`src/hw/nfc_pkg.sv`:
```
/*
 package for the host-side flash erase controller: command codes,
 addresses, polling bit positions and timing counts.
 assumes a 50 MHz system clock.
*/
package nfc_pkg;
   // ----------------------------------------------------------------
   // bus geometry
   // ----------------------------------------------------------------
   localparam int ADDR_W = 26;
   localparam int DATA_W = 16;
   // ----------------------------------------------------------------
   // command cycles (address, data)
   // ----------------------------------------------------------------
   localparam logic [25:0] UNLOCK_ADDR1 = 26'h0000555;
   localparam logic [25:0] UNLOCK_ADDR2 = 26'h00002AA;
   localparam logic [15:0] UNLOCK_DATA1 = 16'h00AA;
   localparam logic [15:0] UNLOCK_DATA2 = 16'h0055;
   localparam logic [15:0] CMD_BYPASS_ENTER = 16'h0020;
   localparam logic [15:0] CMD_BYPASS_EXIT1 = 16'h0090;
   localparam logic [15:0] CMD_BYPASS_EXIT2 = 16'h0000;
   localparam logic [15:0] CMD_ERASE_SETUP = 16'h0080;
   localparam logic [15:0] CMD_BLOCK_ERASE = 16'h0030;
   localparam logic [15:0] CMD_CHIP_ERASE = 16'h0010;
   localparam logic [15:0] CMD_SUSPEND = 16'h00B0;
   localparam logic [15:0] CMD_RESUME = 16'h0030;
   localparam logic [15:0] CMD_BLANK_SETUP1 = 16'h00EB;
   localparam logic [15:0] CMD_BLANK_SETUP2 = 16'h0076;
   localparam logic [15:0] CMD_BLANK_CONFIRM = 16'h0029;
   localparam logic [15:0] CMD_READ_RESET = 16'h00F0;
   // ----------------------------------------------------------------
   // polling register bits
   // ----------------------------------------------------------------
   localparam int POLL_TOGGLE_BIT = 6;
   localparam int POLL_FAIL_BIT = 5;
   localparam int POLL_TIMER_BIT = 3;
   // ----------------------------------------------------------------
   // bus timing
   // ----------------------------------------------------------------
   localparam int CLK_PERIOD_NS = 20;
   localparam int T_WE_LOW_NS = 50;
   localparam int T_WE_HIGH_NS = 30;
   localparam int T_READ_NS = 100;
   localparam logic [3:0] WE_LOW_CYC =
      4'((T_WE_LOW_NS + CLK_PERIOD_NS - 1) / CLK_PERIOD_NS);
   localparam logic [3:0] WE_HIGH_CYC =
      4'((T_WE_HIGH_NS + CLK_PERIOD_NS - 1) / CLK_PERIOD_NS);
   localparam logic [3:0] READ_CYC =
      4'((T_READ_NS + CLK_PERIOD_NS - 1) / CLK_PERIOD_NS);
   // ----------------------------------------------------------------
   // user operations
   // ----------------------------------------------------------------
   typedef enum logic [2:0] {
      OP_BLOCK_ERASE, OP_ADD_BLOCK, OP_SUSPEND, OP_RESUME,
      OP_CHIP_ERASE, OP_BLANK_CHECK, OP_READ_RESET, OP_BYPASS_EXIT
   } nfc_op_type;
   localparam int MAX_CYCLES = 4;
endpackage

```
`src/hw/nfc_seq_if.sv`:
```
/*
 interface between the command sequencer and the bus cycle engine.
 assumes one clock domain.
*/
`timescale 1ns/1ps
interface nfc_seq_if;
   logic req;
   logic is_read;
   logic [25:0] addr;
   logic [15:0] wdata;
   logic done;
   logic [15:0] rdata;
   modport seq (output req, output is_read, output addr, output wdata,
      input done, input rdata);
   modport eng (input req, input is_read, input addr, input wdata,
      output done, output rdata);
endinterface

```
`src/hw/nfc_bus_cycle.sv`:
```
/*
 bus cycle engine: one asynchronous write or read to the flash pins.
 assumes data inputs settle within the read time; dq is sampled once.
*/
`timescale 1ns/1ps
module nfc_bus_cycle
(
   // clock and reset
   input wire logic clk_sys_i,
   input wire logic reset_n_i,
   // sequencer side
   nfc_seq_if.eng cyc,
   // flash pins
   output logic [25:0] fl_addr_o,
   output logic [15:0] fl_dq_o,
   output logic fl_dq_oe_o,
   input wire logic [15:0] fl_dq_i,
   output logic fl_we_n_o,
   output logic fl_oe_n_o,
   output logic fl_ce_n_o
);
   typedef enum logic [1:0] {B_IDLE, B_ACT, B_REC} nfc_bstate_type;
   nfc_bstate_type st_q;
   logic [3:0] cnt_q;
   logic done_q;
   logic [15:0] rd_q;

   // ----------------------------------------------------------------
   // cycle timing
   // ----------------------------------------------------------------
   // recovery phase keeps we/oe high between cycles for the hold time
   always_ff @(posedge clk_sys_i or negedge reset_n_i)
   begin
      if (!reset_n_i)
      begin
         st_q <= B_IDLE;
         cnt_q <= 4'h0;
         done_q <= 1'b0;
         rd_q <= 16'h0000;
         fl_addr_o <= 26'h0000000;
         fl_dq_o <= 16'h0000;
         fl_dq_oe_o <= 1'b0;
         fl_we_n_o <= 1'b1;
         fl_oe_n_o <= 1'b1;
         fl_ce_n_o <= 1'b1;
      end
      else
      begin
         done_q <= 1'b0;
         case (st_q)
            B_IDLE:
               if (cyc.req && !done_q)
               begin
                  st_q <= B_ACT;
                  fl_addr_o <= cyc.addr;
                  fl_dq_o <= cyc.wdata;
                  fl_dq_oe_o <= !cyc.is_read;
                  fl_ce_n_o <= 1'b0;
                  fl_we_n_o <= cyc.is_read;
                  fl_oe_n_o <= !cyc.is_read;
                  cnt_q <= cyc.is_read ? nfc_pkg::READ_CYC
                     : nfc_pkg::WE_LOW_CYC;
               end
            B_ACT:
               if (cnt_q == 4'h1)
               begin
                  st_q <= B_REC;
                  rd_q <= fl_dq_i;
                  fl_we_n_o <= 1'b1;
                  fl_oe_n_o <= 1'b1;
                  cnt_q <= nfc_pkg::WE_HIGH_CYC;
               end
               else
                  cnt_q <= cnt_q - 4'h1;
            default:
               if (cnt_q == 4'h1)
               begin
                  st_q <= B_IDLE;
                  fl_ce_n_o <= 1'b1;
                  fl_dq_oe_o <= 1'b0;
                  done_q <= 1'b1;
               end
               else
                  cnt_q <= cnt_q - 4'h1;
         endcase
      end
   end

   assign cyc.done = done_q;
   assign cyc.rdata = rd_q;
endmodule

```
`src/hw/nfc_ctrl.sv`:
```
/*
 host controller for the erase side of a parallel nor flash: issues
 bypass block erase, suspend/resume, chip erase and blank check, polls
 the status register and drives the write-protect/accelerate pins.
 assumes the flash sits on its pins, unclocked, and a 50 MHz clock.
*/
`timescale 1ns/1ps
module nfc_ctrl
(
   // clock and reset
   input wire logic clk_sys_i,
   input wire logic reset_n_i,
   // user command port
   input wire logic op_valid_i,
   input wire nfc_pkg::nfc_op_type op_code_i,
   input wire logic [25:0] op_addr_i,
   input wire logic accel_i,
   input wire logic edge_protect_i,
   output logic op_ready_o,
   output logic op_done_o,
   output logic op_fail_o,
   output logic suspended_o,
   output logic erase_timer_status_bit_o,
   output logic [15:0] status_o,
   // flash pins
   output logic [25:0] fl_addr_o,
   output logic [15:0] fl_dq_o,
   output logic fl_dq_oe_o,
   input wire logic [15:0] fl_dq_i,
   output logic fl_we_n_o,
   output logic fl_oe_n_o,
   output logic fl_ce_n_o,
   output logic fl_wp_n_o,
   output logic high_voltage_accel_level_o
);
   typedef enum logic [2:0] {S_IDLE, S_WRITE, S_POLL, S_FAILED}
      nfc_state_type;
   nfc_state_type st_q;
   nfc_pkg::nfc_op_type op_q;
   logic [1:0] idx_q;
   logic [1:0] last_q;
   logic [25:0] blk_q;
   logic bypass_q;
   logic susp_q;
   logic chip_q;
   logic first_poll_q;
   logic [15:0] prev_q;
   logic [2:0] dq_m_q;
   logic wait_cyc_q;
   logic [15:0] rd_s1_q;
   logic [15:0] rd_s2_q;
   nfc_seq_if cyc ();

   // ----------------------------------------------------------------
   // command table
   // ----------------------------------------------------------------
   // returns address and data of cycle i of an operation
   function automatic logic [41:0] cmd_cycle(input nfc_pkg::nfc_op_type o,
      input logic [1:0] i, input logic [25:0] a);
      logic [41:0] r;
      r = {a, nfc_pkg::CMD_READ_RESET};
      case (o)
         nfc_pkg::OP_BLOCK_ERASE:
            r = (i == 2'd0) ? {a, nfc_pkg::CMD_ERASE_SETUP}
               : {a, nfc_pkg::CMD_BLOCK_ERASE};
         nfc_pkg::OP_ADD_BLOCK: r = {a, nfc_pkg::CMD_BLOCK_ERASE};
         nfc_pkg::OP_SUSPEND: r = {a, nfc_pkg::CMD_SUSPEND};
         nfc_pkg::OP_RESUME: r = {a, nfc_pkg::CMD_RESUME};
         nfc_pkg::OP_CHIP_ERASE:
            r = (i == 2'd0) ? {a, nfc_pkg::CMD_ERASE_SETUP}
               : {a, nfc_pkg::CMD_CHIP_ERASE};
         nfc_pkg::OP_BLANK_CHECK:
            r = (i == 2'd0) ? {nfc_pkg::UNLOCK_ADDR1, nfc_pkg::UNLOCK_DATA1}
               : (i == 2'd1) ? {nfc_pkg::UNLOCK_ADDR2, nfc_pkg::UNLOCK_DATA2}
               : (i == 2'd2) ? {a, nfc_pkg::CMD_BLANK_SETUP1}
               : {a, nfc_pkg::CMD_BLANK_CONFIRM};
         nfc_pkg::OP_BYPASS_EXIT:
            r = (i == 2'd0) ? {a, nfc_pkg::CMD_BYPASS_EXIT1}
               : {a, nfc_pkg::CMD_BYPASS_EXIT2};
         default: r = {a, nfc_pkg::CMD_READ_RESET};
      endcase
      return r;
   endfunction

   // number of write cycles minus one for an operation
   function automatic logic [1:0] cmd_len(input nfc_pkg::nfc_op_type o,
      input logic byp);
      logic [1:0] n;
      n = 2'd0;
      case (o)
         nfc_pkg::OP_BLOCK_ERASE: n = 2'd1;
         nfc_pkg::OP_CHIP_ERASE: n = 2'd1;
         nfc_pkg::OP_BLANK_CHECK: n = 2'd3;
         nfc_pkg::OP_BYPASS_EXIT: n = 2'd1;
         default: n = 2'd0;
      endcase
      if (!byp && (o == nfc_pkg::OP_BLOCK_ERASE
         || o == nfc_pkg::OP_CHIP_ERASE))
         n = 2'd1;
      return n;
   endfunction

   // ----------------------------------------------------------------
   // pin sampling and wp pins
   // ----------------------------------------------------------------
   // two stage sampler; rdata already registered by the engine but
   // dq comes from an unclocked part, so it is re-sampled here
   always_ff @(posedge clk_sys_i or negedge reset_n_i)
   begin
      if (!reset_n_i)
      begin
         rd_s1_q <= 16'h0000;
         rd_s2_q <= 16'h0000;
      end
      else
      begin
         rd_s1_q <= cyc.rdata;
         rd_s2_q <= rd_s1_q;
      end
   end

   // accel forces wp high voltage; edge protect pulls wp low
   always_ff @(posedge clk_sys_i or negedge reset_n_i)
   begin
      if (!reset_n_i)
      begin
         fl_wp_n_o <= 1'b0;
         high_voltage_accel_level_o <= 1'b0;
      end
      else if (st_q == S_IDLE)
      begin
         fl_wp_n_o <= !edge_protect_i;
         high_voltage_accel_level_o <= accel_i;
      end
   end

   // ----------------------------------------------------------------
   // sequencer
   // ----------------------------------------------------------------
   wire issue = op_valid_i && op_ready_o;
   wire [41:0] cur = cmd_cycle(op_q, idx_q, blk_q);
   // a read completes after the engine's done plus the two-stage resample
   wire toggled = (rd_s2_q[nfc_pkg::POLL_TOGGLE_BIT] !=
      prev_q[nfc_pkg::POLL_TOGGLE_BIT]);

   always_ff @(posedge clk_sys_i or negedge reset_n_i)
   begin
      if (!reset_n_i)
      begin
         st_q <= S_IDLE;
         op_q <= nfc_pkg::OP_READ_RESET;
         idx_q <= 2'd0;
         last_q <= 2'd0;
         blk_q <= 26'h0000000;
         bypass_q <= 1'b0;
         susp_q <= 1'b0;
         chip_q <= 1'b0;
         first_poll_q <= 1'b0;
         prev_q <= 16'h0000;
         dq_m_q <= 3'd0;
         wait_cyc_q <= 1'b0;
         op_done_o <= 1'b0;
         op_fail_o <= 1'b0;
         erase_timer_status_bit_o <= 1'b0;
         status_o <= 16'h0000;
      end
      else
      begin
         op_done_o <= 1'b0;
         case (st_q)
            S_IDLE:
               if (issue)
               begin
                  op_q <= op_code_i;
                  blk_q <= op_addr_i;
                  idx_q <= 2'd0;
                  last_q <= cmd_len(op_code_i, bypass_q || accel_i);
                  bypass_q <= bypass_q || accel_i;
                  st_q <= S_WRITE;
                  wait_cyc_q <= 1'b0;
               end
            S_WRITE:
               if (cyc.done)
               begin
                  if (idx_q != last_q)
                     idx_q <= idx_q + 2'd1;
                  else
                  begin
                     case (op_q)
                        nfc_pkg::OP_SUSPEND: susp_q <= !chip_q;
                        nfc_pkg::OP_RESUME: susp_q <= 1'b0;
                        nfc_pkg::OP_BYPASS_EXIT: bypass_q <= 1'b0;
                        nfc_pkg::OP_READ_RESET: op_fail_o <= 1'b0;
                        nfc_pkg::OP_CHIP_ERASE: chip_q <= 1'b1;
                        default: chip_q <= chip_q;
                     endcase
                     // block erase is not polled: added blocks and a
                     // suspend must still land inside its window
                     if (op_q == nfc_pkg::OP_CHIP_ERASE
                        || op_q == nfc_pkg::OP_BLANK_CHECK
                        || op_q == nfc_pkg::OP_RESUME)
                     begin
                        st_q <= S_POLL;
                        first_poll_q <= 1'b1;
                        dq_m_q <= 3'd0;
                     end
                     else
                     begin
                        st_q <= S_IDLE;
                        op_done_o <= 1'b1;
                     end
                  end
               end
            S_POLL:
               if (cyc.done)
                  wait_cyc_q <= 1'b1;
               else if (wait_cyc_q)
               begin
                  dq_m_q <= dq_m_q + 3'd1;
                  if (dq_m_q == 3'd1)
                  begin
                     wait_cyc_q <= 1'b0;
                     dq_m_q <= 3'd0;
                     prev_q <= rd_s2_q;
                     status_o <= rd_s2_q;
                     first_poll_q <= 1'b0;
                     erase_timer_status_bit_o <=
                        rd_s2_q[nfc_pkg::POLL_TIMER_BIT];
                     if (!first_poll_q && !toggled)
                     begin
                        st_q <= S_IDLE;
                        op_done_o <= 1'b1;
                        chip_q <= 1'b0;
                     end
                     else if (!first_poll_q &&
                        rd_s2_q[nfc_pkg::POLL_FAIL_BIT])
                     begin
                        st_q <= S_FAILED;
                        op_fail_o <= 1'b1;
                        chip_q <= 1'b0;
                     end
                  end
               end
            default:
               begin
                  // the device holds polling output until read/reset
                  // op_fail_o stays up for a blank check and re-erase
                  st_q <= S_IDLE;
                  op_done_o <= 1'b1;
               end
         endcase
      end
   end

   // ----------------------------------------------------------------
   // cycle requests
   // ----------------------------------------------------------------
   // ready only while idle; a resume polls a block erase to its end
   assign op_ready_o = (st_q == S_IDLE);
   assign suspended_o = susp_q;
   assign cyc.req = (st_q == S_WRITE) || (st_q == S_POLL && !wait_cyc_q
      && dq_m_q == 3'd0);
   assign cyc.is_read = (st_q == S_POLL);
   assign cyc.addr = (st_q == S_POLL) ? blk_q : cur[41:16];
   assign cyc.wdata = cur[15:0];

   nfc_bus_cycle u_bus
   (
      .clk_sys_i(clk_sys_i),
      .reset_n_i(reset_n_i),
      .cyc(cyc),
      .fl_addr_o(fl_addr_o),
      .fl_dq_o(fl_dq_o),
      .fl_dq_oe_o(fl_dq_oe_o),
      .fl_dq_i(fl_dq_i),
      .fl_we_n_o(fl_we_n_o),
      .fl_oe_n_o(fl_oe_n_o),
      .fl_ce_n_o(fl_ce_n_o)
   );

   // ----------------------------------------------------------------
   // checks
   // ----------------------------------------------------------------
   property p_two_write_erase;
      @(posedge clk_sys_i) disable iff (!reset_n_i)
      (issue && op_code_i == nfc_pkg::OP_BLOCK_ERASE) |=> last_q == 2'd1;
   endproperty
   a_two_write_erase: assert property (p_two_write_erase)
      else $error("bypass block erase not two writes");
   property p_no_susp_chip;
      @(posedge clk_sys_i) disable iff (!reset_n_i)
      (st_q == S_WRITE && op_q == nfc_pkg::OP_SUSPEND && chip_q
         && cyc.done && idx_q == last_q) |=> !susp_q;
   endproperty
   a_no_susp_chip: assert property (p_no_susp_chip)
      else $error("suspend marked during chip erase");
   property p_resume_clears;
      @(posedge clk_sys_i) disable iff (!reset_n_i)
      (st_q == S_WRITE && op_q == nfc_pkg::OP_RESUME && cyc.done)
         |=> !susp_q && st_q == S_POLL;
   endproperty
   a_resume_clears: assert property (p_resume_clears)
      else $error("resume did not clear suspend");
   property p_poll_reads;
      @(posedge clk_sys_i) disable iff (!reset_n_i)
      (st_q == S_POLL && cyc.req) |-> cyc.is_read;
   endproperty
   a_poll_reads: assert property (p_poll_reads)
      else $error("write issued while polling");
   property p_fail_flag;
      @(posedge clk_sys_i) disable iff (!reset_n_i)
      (st_q == S_FAILED) |-> op_fail_o ##1 op_done_o;
   endproperty
   a_fail_flag: assert property (p_fail_flag)
      else $error("fail not reported");
   property p_wp_pin;
      @(posedge clk_sys_i) disable iff (!reset_n_i)
      (st_q == S_IDLE && edge_protect_i) |=> !fl_wp_n_o;
   endproperty
   a_wp_pin: assert property (p_wp_pin)
      else $error("write protect pin not low");
   property p_accel;
      @(posedge clk_sys_i) disable iff (!reset_n_i)
      (issue && accel_i) |=> bypass_q;
   endproperty
   a_accel: assert property (p_accel)
      else $error("accel did not set bypass");
   property p_suspend_code;
      @(posedge clk_sys_i) disable iff (!reset_n_i)
      (st_q == S_WRITE && op_q == nfc_pkg::OP_SUSPEND)
         |-> cyc.wdata == nfc_pkg::CMD_SUSPEND;
   endproperty
   a_suspend_code: assert property (p_suspend_code)
      else $error("wrong suspend code");
   c_erase: cover property (@(posedge clk_sys_i)
      issue && op_code_i == nfc_pkg::OP_BLOCK_ERASE);
   c_fail: cover property (@(posedge clk_sys_i) st_q == S_FAILED);
   c_susp: cover property (@(posedge clk_sys_i) susp_q);
endmodule

```
`config.mk`:
```
export PLATFORM = sky130hd
export DESIGN_NAME = nfc_ctrl
export DESIGN_NICKNAME = d
export VERILOG_FILES = /design/src/hw/nfc_pkg.sv /design/src/hw/nfc_seq_if.sv /design/src/hw/nfc_bus_cycle.sv /design/src/hw/nfc_ctrl.sv
export SDC_FILE = /design/constraint.sdc
export NUM_CORES = 1
export LEC_CHECK = 0
export BUFFER_PORTS_ARGS = -buffer_cell sky130_fd_sc_hd__buf_2
export CAP_MARGIN = 15
export CELL_PAD_IN_SITES_DETAIL_PLACEMENT = 0
export CELL_PAD_IN_SITES_GLOBAL_PLACEMENT = 1
export CORE_AREA = 2 2 122 124
export DETAILED_ROUTE_END_ITERATION = 7
export DIE_AREA = 0 0 124 126
export GPL_TIMING_DRIVEN = 0
export PLACE_DENSITY_LB_ADDON = 0.12
export SKIP_CTS_REPAIR_TIMING = 1
export SLEW_MARGIN = 10
export SYNTH_ARGS = -nofsm -noshare
export SYNTH_HDL_FRONTEND = slang
export SYNTH_SLANG_ARGS = --single-unit
```
`constraint.sdc`:
```
create_clock -name clk_sys_i -period 3.4 [get_ports clk_sys_i]
set_clock_uncertainty 0.15 [all_clocks]
set_input_delay 0.34 -clock clk_sys_i [delete_from_list [all_inputs] [get_ports clk_sys_i]]
set_output_delay 0.34 -clock clk_sys_i [all_outputs]
set_load 0.05 [all_outputs]
```
==> results.tsv, run 1 <==
stage	metric	value	unit
finish	Ant. Diodes	0	
floorplanning	Initial Util	0.445	
logic_synthesis	Post-Synthesis Cells	591	
logic_synthesis	Seq/Total Area, Yosys	0.610	
sta	Worst-Margin Slew	0.760	ns
floorplanning	Core ar.	14300	um^2
floorplanning	row cnt	44	
finish	fin nets	829	
finish	Layout area overhead	29.0	%
finish	Final Cell Area	8220	um^2
cts	clk_lat worst skew	0.42	ns
sta	fin crit period	2.69	ns
critical_path	slowest cell on the critical path	o211ai_1	
logic_synthesis	Post-synth EDFFs	0	
place	post-DP HPWL	10400	um
min_path	min-delay worst type	in2reg	
cts	clk buf depth	2	
floorplanning	I/O Pins	119	
logic_synthesis	Syn Std Cell Area	6370	um^2
power	Switching Share	0.404	
critical_path	R2R Setup Slk	0.71	ns
finish	Core Util, Final	0.574	
global_routing	vias in the first global route	4677	
power	total power	7.45	mW
sta	max-slew violations	0	
place	placer congestion estimate	0.831	
cts	Sink Count	155	
critical_path	Crit path arrival time	2.88	ns
sta	post-route clock period utilization	0.790	
power	Reg power frac	0.397	
floorplanning	Die X	124	um
power	Logic pwr share	0.366	
global_routing	Overflow after GRT	0	
power	leakage power	4.10	nW
drt	wire length per cell	15.5	um
logic_synthesis	Post-synth ARST share	1.00	
sta	Min Hold Slack	0.00860	ns
place	IO buf count	110	
critical_path	critical path class	reg2reg	
outcome	status	completed	
cts	H-Tree Depth	4	
global_routing	GRT Total Usage	0.204	
sta	Hold Fails Final Rpt	0	
drt	vias	4876	
global_routing	largest net degree at the start of global routing	100	
power	cell internal pwr	4.44	mW
power	power per cell area	907	nW/um^2
power	Worst IR Drop VDD	436	uV
logic_synthesis	Warnings, synthesis	0	
critical_path	crit-path cells	clkbuf_1 > inv_1 > ha_1 > o211ai_1 > buf_2 > nand2_1 > o21ai_1	
critical_path	Crit. End Element	register	
drt	Routed Antenna Nets	0	
sta	unrepaired setup endpoints after global routing	false	
floorplanning	die area	15600	um^2
cts	TritonCTS buffer count	17	
power	Psw	3.01	mW
critical_path	Crit path largest cell delay	0.58	ns
sta	Fmax	372	MHz
critical_path	Crit Path Max Fanout	10	
cts	Clock transition at path regs	0.06	ns
floorplanning	Die Ht	126	um
drt	Via density	5.03	
drt	drt total wl	15000	um
finish	layout cells sized above 1	0.267	
critical_path	crit start category	register	
drt	DRT iter0 DRCs	325	
sta	worst rel slew slack	0.486	
drt	DRC viols	0	
logic_synthesis	Synth cell types	59	
cts	CTS Root Cell	clkbuf_16	
sta	final setup vio count	0	
place	Placed Area	7210	um^2
critical_path	Critical Path RT	3.59	ns
job	number of max-cap violations	0	
power	clock group share of total power	0.238	
logic_synthesis	#FFs+latches synth	155	
logic_synthesis	Mean Syn Cell Area	10.8	um^2
drt	DR pass1 iterations	4	
logic_synthesis	Top FF cell, synth	dfrtp_1	
global_routing	first-pass GRT wire length	24200	um
global_routing	initial antenna violation count	0	
cts	CTS tree	done	
==> metrics by stage <==
step                      worst slack, ns  std cells  TNS [ns]
after global routing                0.462        970         0
after detailed placement            0.668        893         0
after global placement             -0.437        892    -63.44
after floorplan                      1.21        598         0
after CTS                           0.650        925         0
final                               0.713        970         0
==> power groups by stage <==
stage	Combinational (mW)	Clock, mW	Sequential, mW
after CTS	2.71	1.81	2.96
final	2.72	1.77	2.96
after detailed placement	2.70	0	2.99
after global routing	2.98	1.90	3.04
after floorplan	1.31	0	3.62
after global placement	2.65	0	2.96
==> logic make-up after synthesis <==
group / after synthesis / synth area share
buffers and inverters: 48 / 0.0383
adders and majority gates: 6 / 0.0118
muxes: 24 / 0.0418
other: 1 / 0.000589
AOI/OAI and AO/OA: 125 / 0.129
and+or+nand+nor: 227 / 0.161
xor gates and xnor gates: 5 / 0.00688
DFF: 155 / 0.610
==> synthesized netlist by cell type, drive strengths merged, types with 5 or more instances <==
cell type | number | area (um^2)
a31oi | 8 | 50.1
dfstp | 5 | 131
nand3 | 5 | 30.0
and3b | 5 | 43.8
a21oi | 15 | 78.8
mux2 | 21 | 236
nor3b | 5 | 62.6
dfrtp | 150 | 3750
inv | 9 | 33.8
a2bb2oi | 6 | 90.1
o21ai | 62 | 310
buf | 23 | 150
nor2 | 14 | 55.1
ha | 6 | 75.1
clkbuf | 16 | 60.1
nand2 | 172 | 646
==> placed cells by master, fill, tap and decap left out, types with 16 or more instances in the layout <==
cell type | netlist | routed
nand2_1 | 172 | 172
mux2_2 | 20 | 20
dlygate4sd3_1 | 0 | 45
o21ai_0 | 42 | 42
clkbuf_16 | 0 | 17
buf_2 | 9 | 118
o21ai_1 | 20 | 20
clkbuf_1 | 16 | 16
dfrtp_1 | 150 | 150
==> per-layer routing <==
metal | global-route usage | wire, um | vias to the layer above
li1 | - | - | 2356
met1 | 0.283 | 7090 | 2404
met2 | 0.305 | 7060 | 103
met3 | 0.0607 | 682 | 13
met4 | 0.0740 | 194 | 0
met5 | 0 | 0 | -
==> worst max-delay path, delay by kind of cell (launching register included) <==
family / cells / cell delay [ns]
AOI/OAI and AO/OA: 2 / 0.70
adders and majority gates: 1 / 0.32
buffers and inverters: 3 / 0.89
DFF: 1 / 0.46
and+or+nand+nor: 1 / 0.08
==> registers in the layout, summed over array words and instances, names as in the netlist, 2 cells and up <==
| signal | cells |
|---|---|
| dq_m_q | 3 |
| prev_q | 16 |
| u_bus.cnt_q | 4 |
| u_bus.st_q | 2 |
| u_bus.fl_addr_o | 26 |
| u_bus.fl_dq_o | 8 |
| op_q | 3 |
| last_q | 2 |
| rd_s2_q | 16 |
| u_bus.cyc.rdata | 16 |
| blk_q | 26 |
| idx_q | 2 |
| rd_s1_q | 16 |
| st_q | 2 |
==> layout make-up <==
| cell class | count | area, um^2 |
|---|---|---|
| Buffer | 39 | 210 |
| Clock buffer | 18 | 439 |
| Clock inverter | 14 | 114 |
| Fill cell | 1322 | 6100 |
| Inverter | 9 | 33.8 |
| Multi-Input combinational cell | 395 | 2270 |
| Sequential cell | 155 | 3880 |
| Tap cell | 184 | 230 |
| Timing Repair Buffer | 156 | 1040 |
==> worst paths after layout <==
kind | startpoint | to | cells past startpoint
hold reg to reg | rd_s1_q[9] | rd_s2_q[9] | 0
min in group asynchronous | reset_n_i | prev_q[5] | 2
hold / removal | op_code_i[0] | op_q[0] | 3
max in group asynchronous | reset_n_i | u_bus.fl_we_n_o | 3
setup / recovery | idx_q[0] | u_bus.fl_addr_o[16] | 7
setup reg to reg | idx_q[0] | u_bus.fl_addr_o[16] | 7
(Power assumes the default switching activity.)
==> inputs of run 2 (changes only) <==
--- a/config.mk
+++ b/config.mk
@@ -9,9 +9,9 @@
 export CAP_MARGIN = 15
 export CELL_PAD_IN_SITES_DETAIL_PLACEMENT = 0
 export CELL_PAD_IN_SITES_GLOBAL_PLACEMENT = 1
-export CORE_AREA = 2 2 122 124
+export CORE_AREA = 2 2 131 133
 export DETAILED_ROUTE_END_ITERATION = 7
-export DIE_AREA = 0 0 124 126
+export DIE_AREA = 0 0 133 135
 export GPL_TIMING_DRIVEN = 0
 export PLACE_DENSITY_LB_ADDON = 0.12
 export SKIP_CTS_REPAIR_TIMING = 1
==> constraint.sdc (replaced) <==
create_clock -name clk_sys_i -period 2.2 [get_ports clk_sys_i]
set_clock_uncertainty 0.15 [all_clocks]
set_input_delay 0.22 -clock clk_sys_i [delete_from_list [all_inputs] [get_ports clk_sys_i]]
set_output_delay 0.22 -clock clk_sys_i [all_outputs]
set_load 0.05 [all_outputs]
==> run 2 against run 1 <==
The run now ends with negative hold slack left. Utilization shrank 5.3 points. Sequential share of layout area fell by 1.8 points. Clock-buffer cell count is 2 higher. First-iteration DRC count shrank 2.5%. Total power rose by 63%. Die area is 15% higher. Sequential power rose by 56%. Clock power up 73%. Critical path depth shrank 1. Design area increased by 4.0%. Highest routed layer unchanged.
==> results.tsv, run 2 (synthesis results as in run 1) <==
stage	metric	value	unit	change
outcome	status	finished with violations		
outcome	failing checks	negative hold slack		
finish	fin nets	842		+1.6%
critical_path	Reg2Reg Depth	6		-1
cts	clk_lat worst skew	0.42	ns	about the same
drt	DRT iter0 DRCs	317		-2.5%
floorplanning	die area	18000	um^2	+15%
power	power per cell area	1420	nW/um^2	+57%
critical_path	FF-to-FF End	u_bus.cyc.rdata[12]		
drt	Via density	4.86		-3.3%
global_routing	first-pass GRT wire length	25000	um	+3.2%
critical_path	crit-path cells	inv_2 > ha_4 > or3b_4 > nor3b_4 > buf_6 > mux2_4		
critical_path	Critical Path RT	2.36	ns	-1.23 ns
finish	Layout area overhead	34.1	%	
finish	layout cells sized above 1	0.284		+0.0169
power	Worst IR Drop VDD	723	uV	+66%
min_path	min-delay worst type	in2reg		
cts	CTS Root Cell	clkbuf_16		
critical_path	Crit. End Element	register		
cts	H-Tree Depth	4		unchanged
critical_path	Crit Path Max Fanout	6		-4
floorplanning	row cnt	47		+6.8%
finish	# fillers	1537		+16%
cts	TritonCTS buffer count	17		unchanged
sta	Fmax	471	MHz	+27%
drt	DRC viols	0		unchanged
finish	sequential cell area	3890	um^2	about the same
cts	clk buf depth	2		unchanged
place	IO buf count	110		unchanged
cts	Clock transition at path regs	0.06	ns	about the same
drt	wire length per cell	15.9	um	+2.5%
critical_path	slowest cell on the critical path	or3b_4		
sta	Worst-Margin Slew	0.724	ns	-0.0357 ns
sta	max-slew violations	0		unchanged
sta	Min Hold Slack	-0.00428	ns	-0.0129 ns
critical_path	family with the most delay on the worst path	simple AND/OR/NAND/NOR gates		
job	number of max-cap violations	0		unchanged
critical_path	critical path class	reg2reg		
finish	commonest non-fill, non-tap cells in the layout	nand2_1 (172), dfrtp_1 (149), buf_2 (118)		
sta	worst rel slew slack	0.510		+0.0241
critical_path	Critical R2R Launch	u_bus.cnt_q[1]		
global_routing	vias in the first global route	4732		+1.2%
power	leakage power	4.25	nW	+3.6%
critical_path	Buf+Inv Stages, Crit Path	2		-1
floorplanning	Die X	133	um	+7.3%
floorplanning	Initial Util	0.388		-0.0568
critical_path	crit start category	register		
critical_path	CP Launch Point	u_bus.cnt_q[1]		
sta	setup ws final	0.0779	ns	-0.635 ns
floorplanning	I/O Pins	119		unchanged
place	Placed Area	7260	um^2	+0.62%
place	pre-CTS WS	-0.462	ns	-1.13 ns
finish	commonest non-fill, non-tap cell in the layout	nand2_1		
critical_path	Critical Path End	u_bus.cyc.rdata[12]		
cts	CTS tree	done		
finish	Final Cell Area	8540	um^2	+4.0%
global_routing	Overflow after GRT	0		unchanged
critical_path	CP Depth	6		-1
finish	Regs by FF count	blk_q: 26 flops, u_bus.fl_addr_o: 26 flops		
place	post-DP HPWL	10900	um	+4.1%
global_routing	initial antenna violation count	0		unchanged
drt	drt total wl	16200	um	+7.6%
critical_path	Crit path arrival time	2.28	ns	-0.60 ns
drt	vias	4951		+1.5%
sta	final setup vio count	0		unchanged
critical_path	Crit path largest cell delay	0.41	ns	-0.17 ns
finish	Core Util, Final	0.521		-0.0533
finish	multi-input logic area	2340	um^2	+3.1%
cts	Sink Count	155		unchanged
global_routing	GRT Total Usage	0.181		-0.0234
place	placer congestion estimate	0.760		-8.6%
power	total power	12.2	mW	+63%
drt	Routed Antenna Nets	0		unchanged
sta	fin crit period	2.12	ns	-0.565 ns
finish	Ant. Diodes	0		unchanged
sta	Hold Fails Final Rpt	1		+1
drt	DR pass1 iterations	7		+3
global_routing	largest net degree at the start of global routing	108		+8.0%
sta	post-route clock period utilization	0.965		+0.174
floorplanning	Die Ht	135	um	+7.1%
floorplanning	Core ar.	16400	um^2	+15%
critical_path	R2R Setup Slk	0.08	ns	-0.63 ns
[run 2: metal layers]
layer / wire length, um / up-vias / track usage
li1: - / 2383 / -
met1: 7580 / 2454 / 0.242
met2: 7600 / 100 / 0.278
met3: 779 / 14 / 0.0559
met4: 226 / 0 / 0.0675
met5: 0 / - / 0
[run 2: worst min path at each step]
| stage | endpoint | cells after the start | slack (ns) | startpoint |
|---|---|---|---|---|
| CTS | prev_q[5] | 1 | -0.46 | reset_n_i |
| global route | st_q[0] | 3 | 0.02 | op_valid_i |
| global placement | rd_s2_q[7] | 0 | 0.18 | rd_s1_q[7] |
| detailed placement | prev_q[5] | 1 | -0.002 | reset_n_i |
| finish | st_q[0] | 3 | -0.004 | op_valid_i |
| floorplan | blk_q[0] | 0 | -0.23 | reset_n_i |
[run 2: tightest hold or removal path: stages]
cell      delay, ns
buf_2          0.11
nor3_1         0.13
a311oi_1       0.07
[run 2: cell type report]
class / count / area share
buffer: 38 / 0.0258
clock buffer: 20 / 0.0534
clock inverter: 12 / 0.0189
inverter: 9 / 0.00395
multi-input combinational: 395 / 0.274
sequential: 155 / 0.455
tap: 220 / 0.0322
timing repair buffer: 170 / 0.137
[run 2: power by group]
group	internal (mW)	switching (mW)	total (mW)
sequential	3.99	0.622	4.62
combinational	1.55	2.92	4.48
clock	1.86	1.21	3.07
[run 2: stage by stage]
stage	std cells	setup TNS, ns
4_1_cts	961	-6.52
5_1_grt	1019	-0.0488
2_1_floorplan	598	0
6_report	1019	0
3_3_place_gp	928	-234.77
3_5_place_dp	929	-5.68
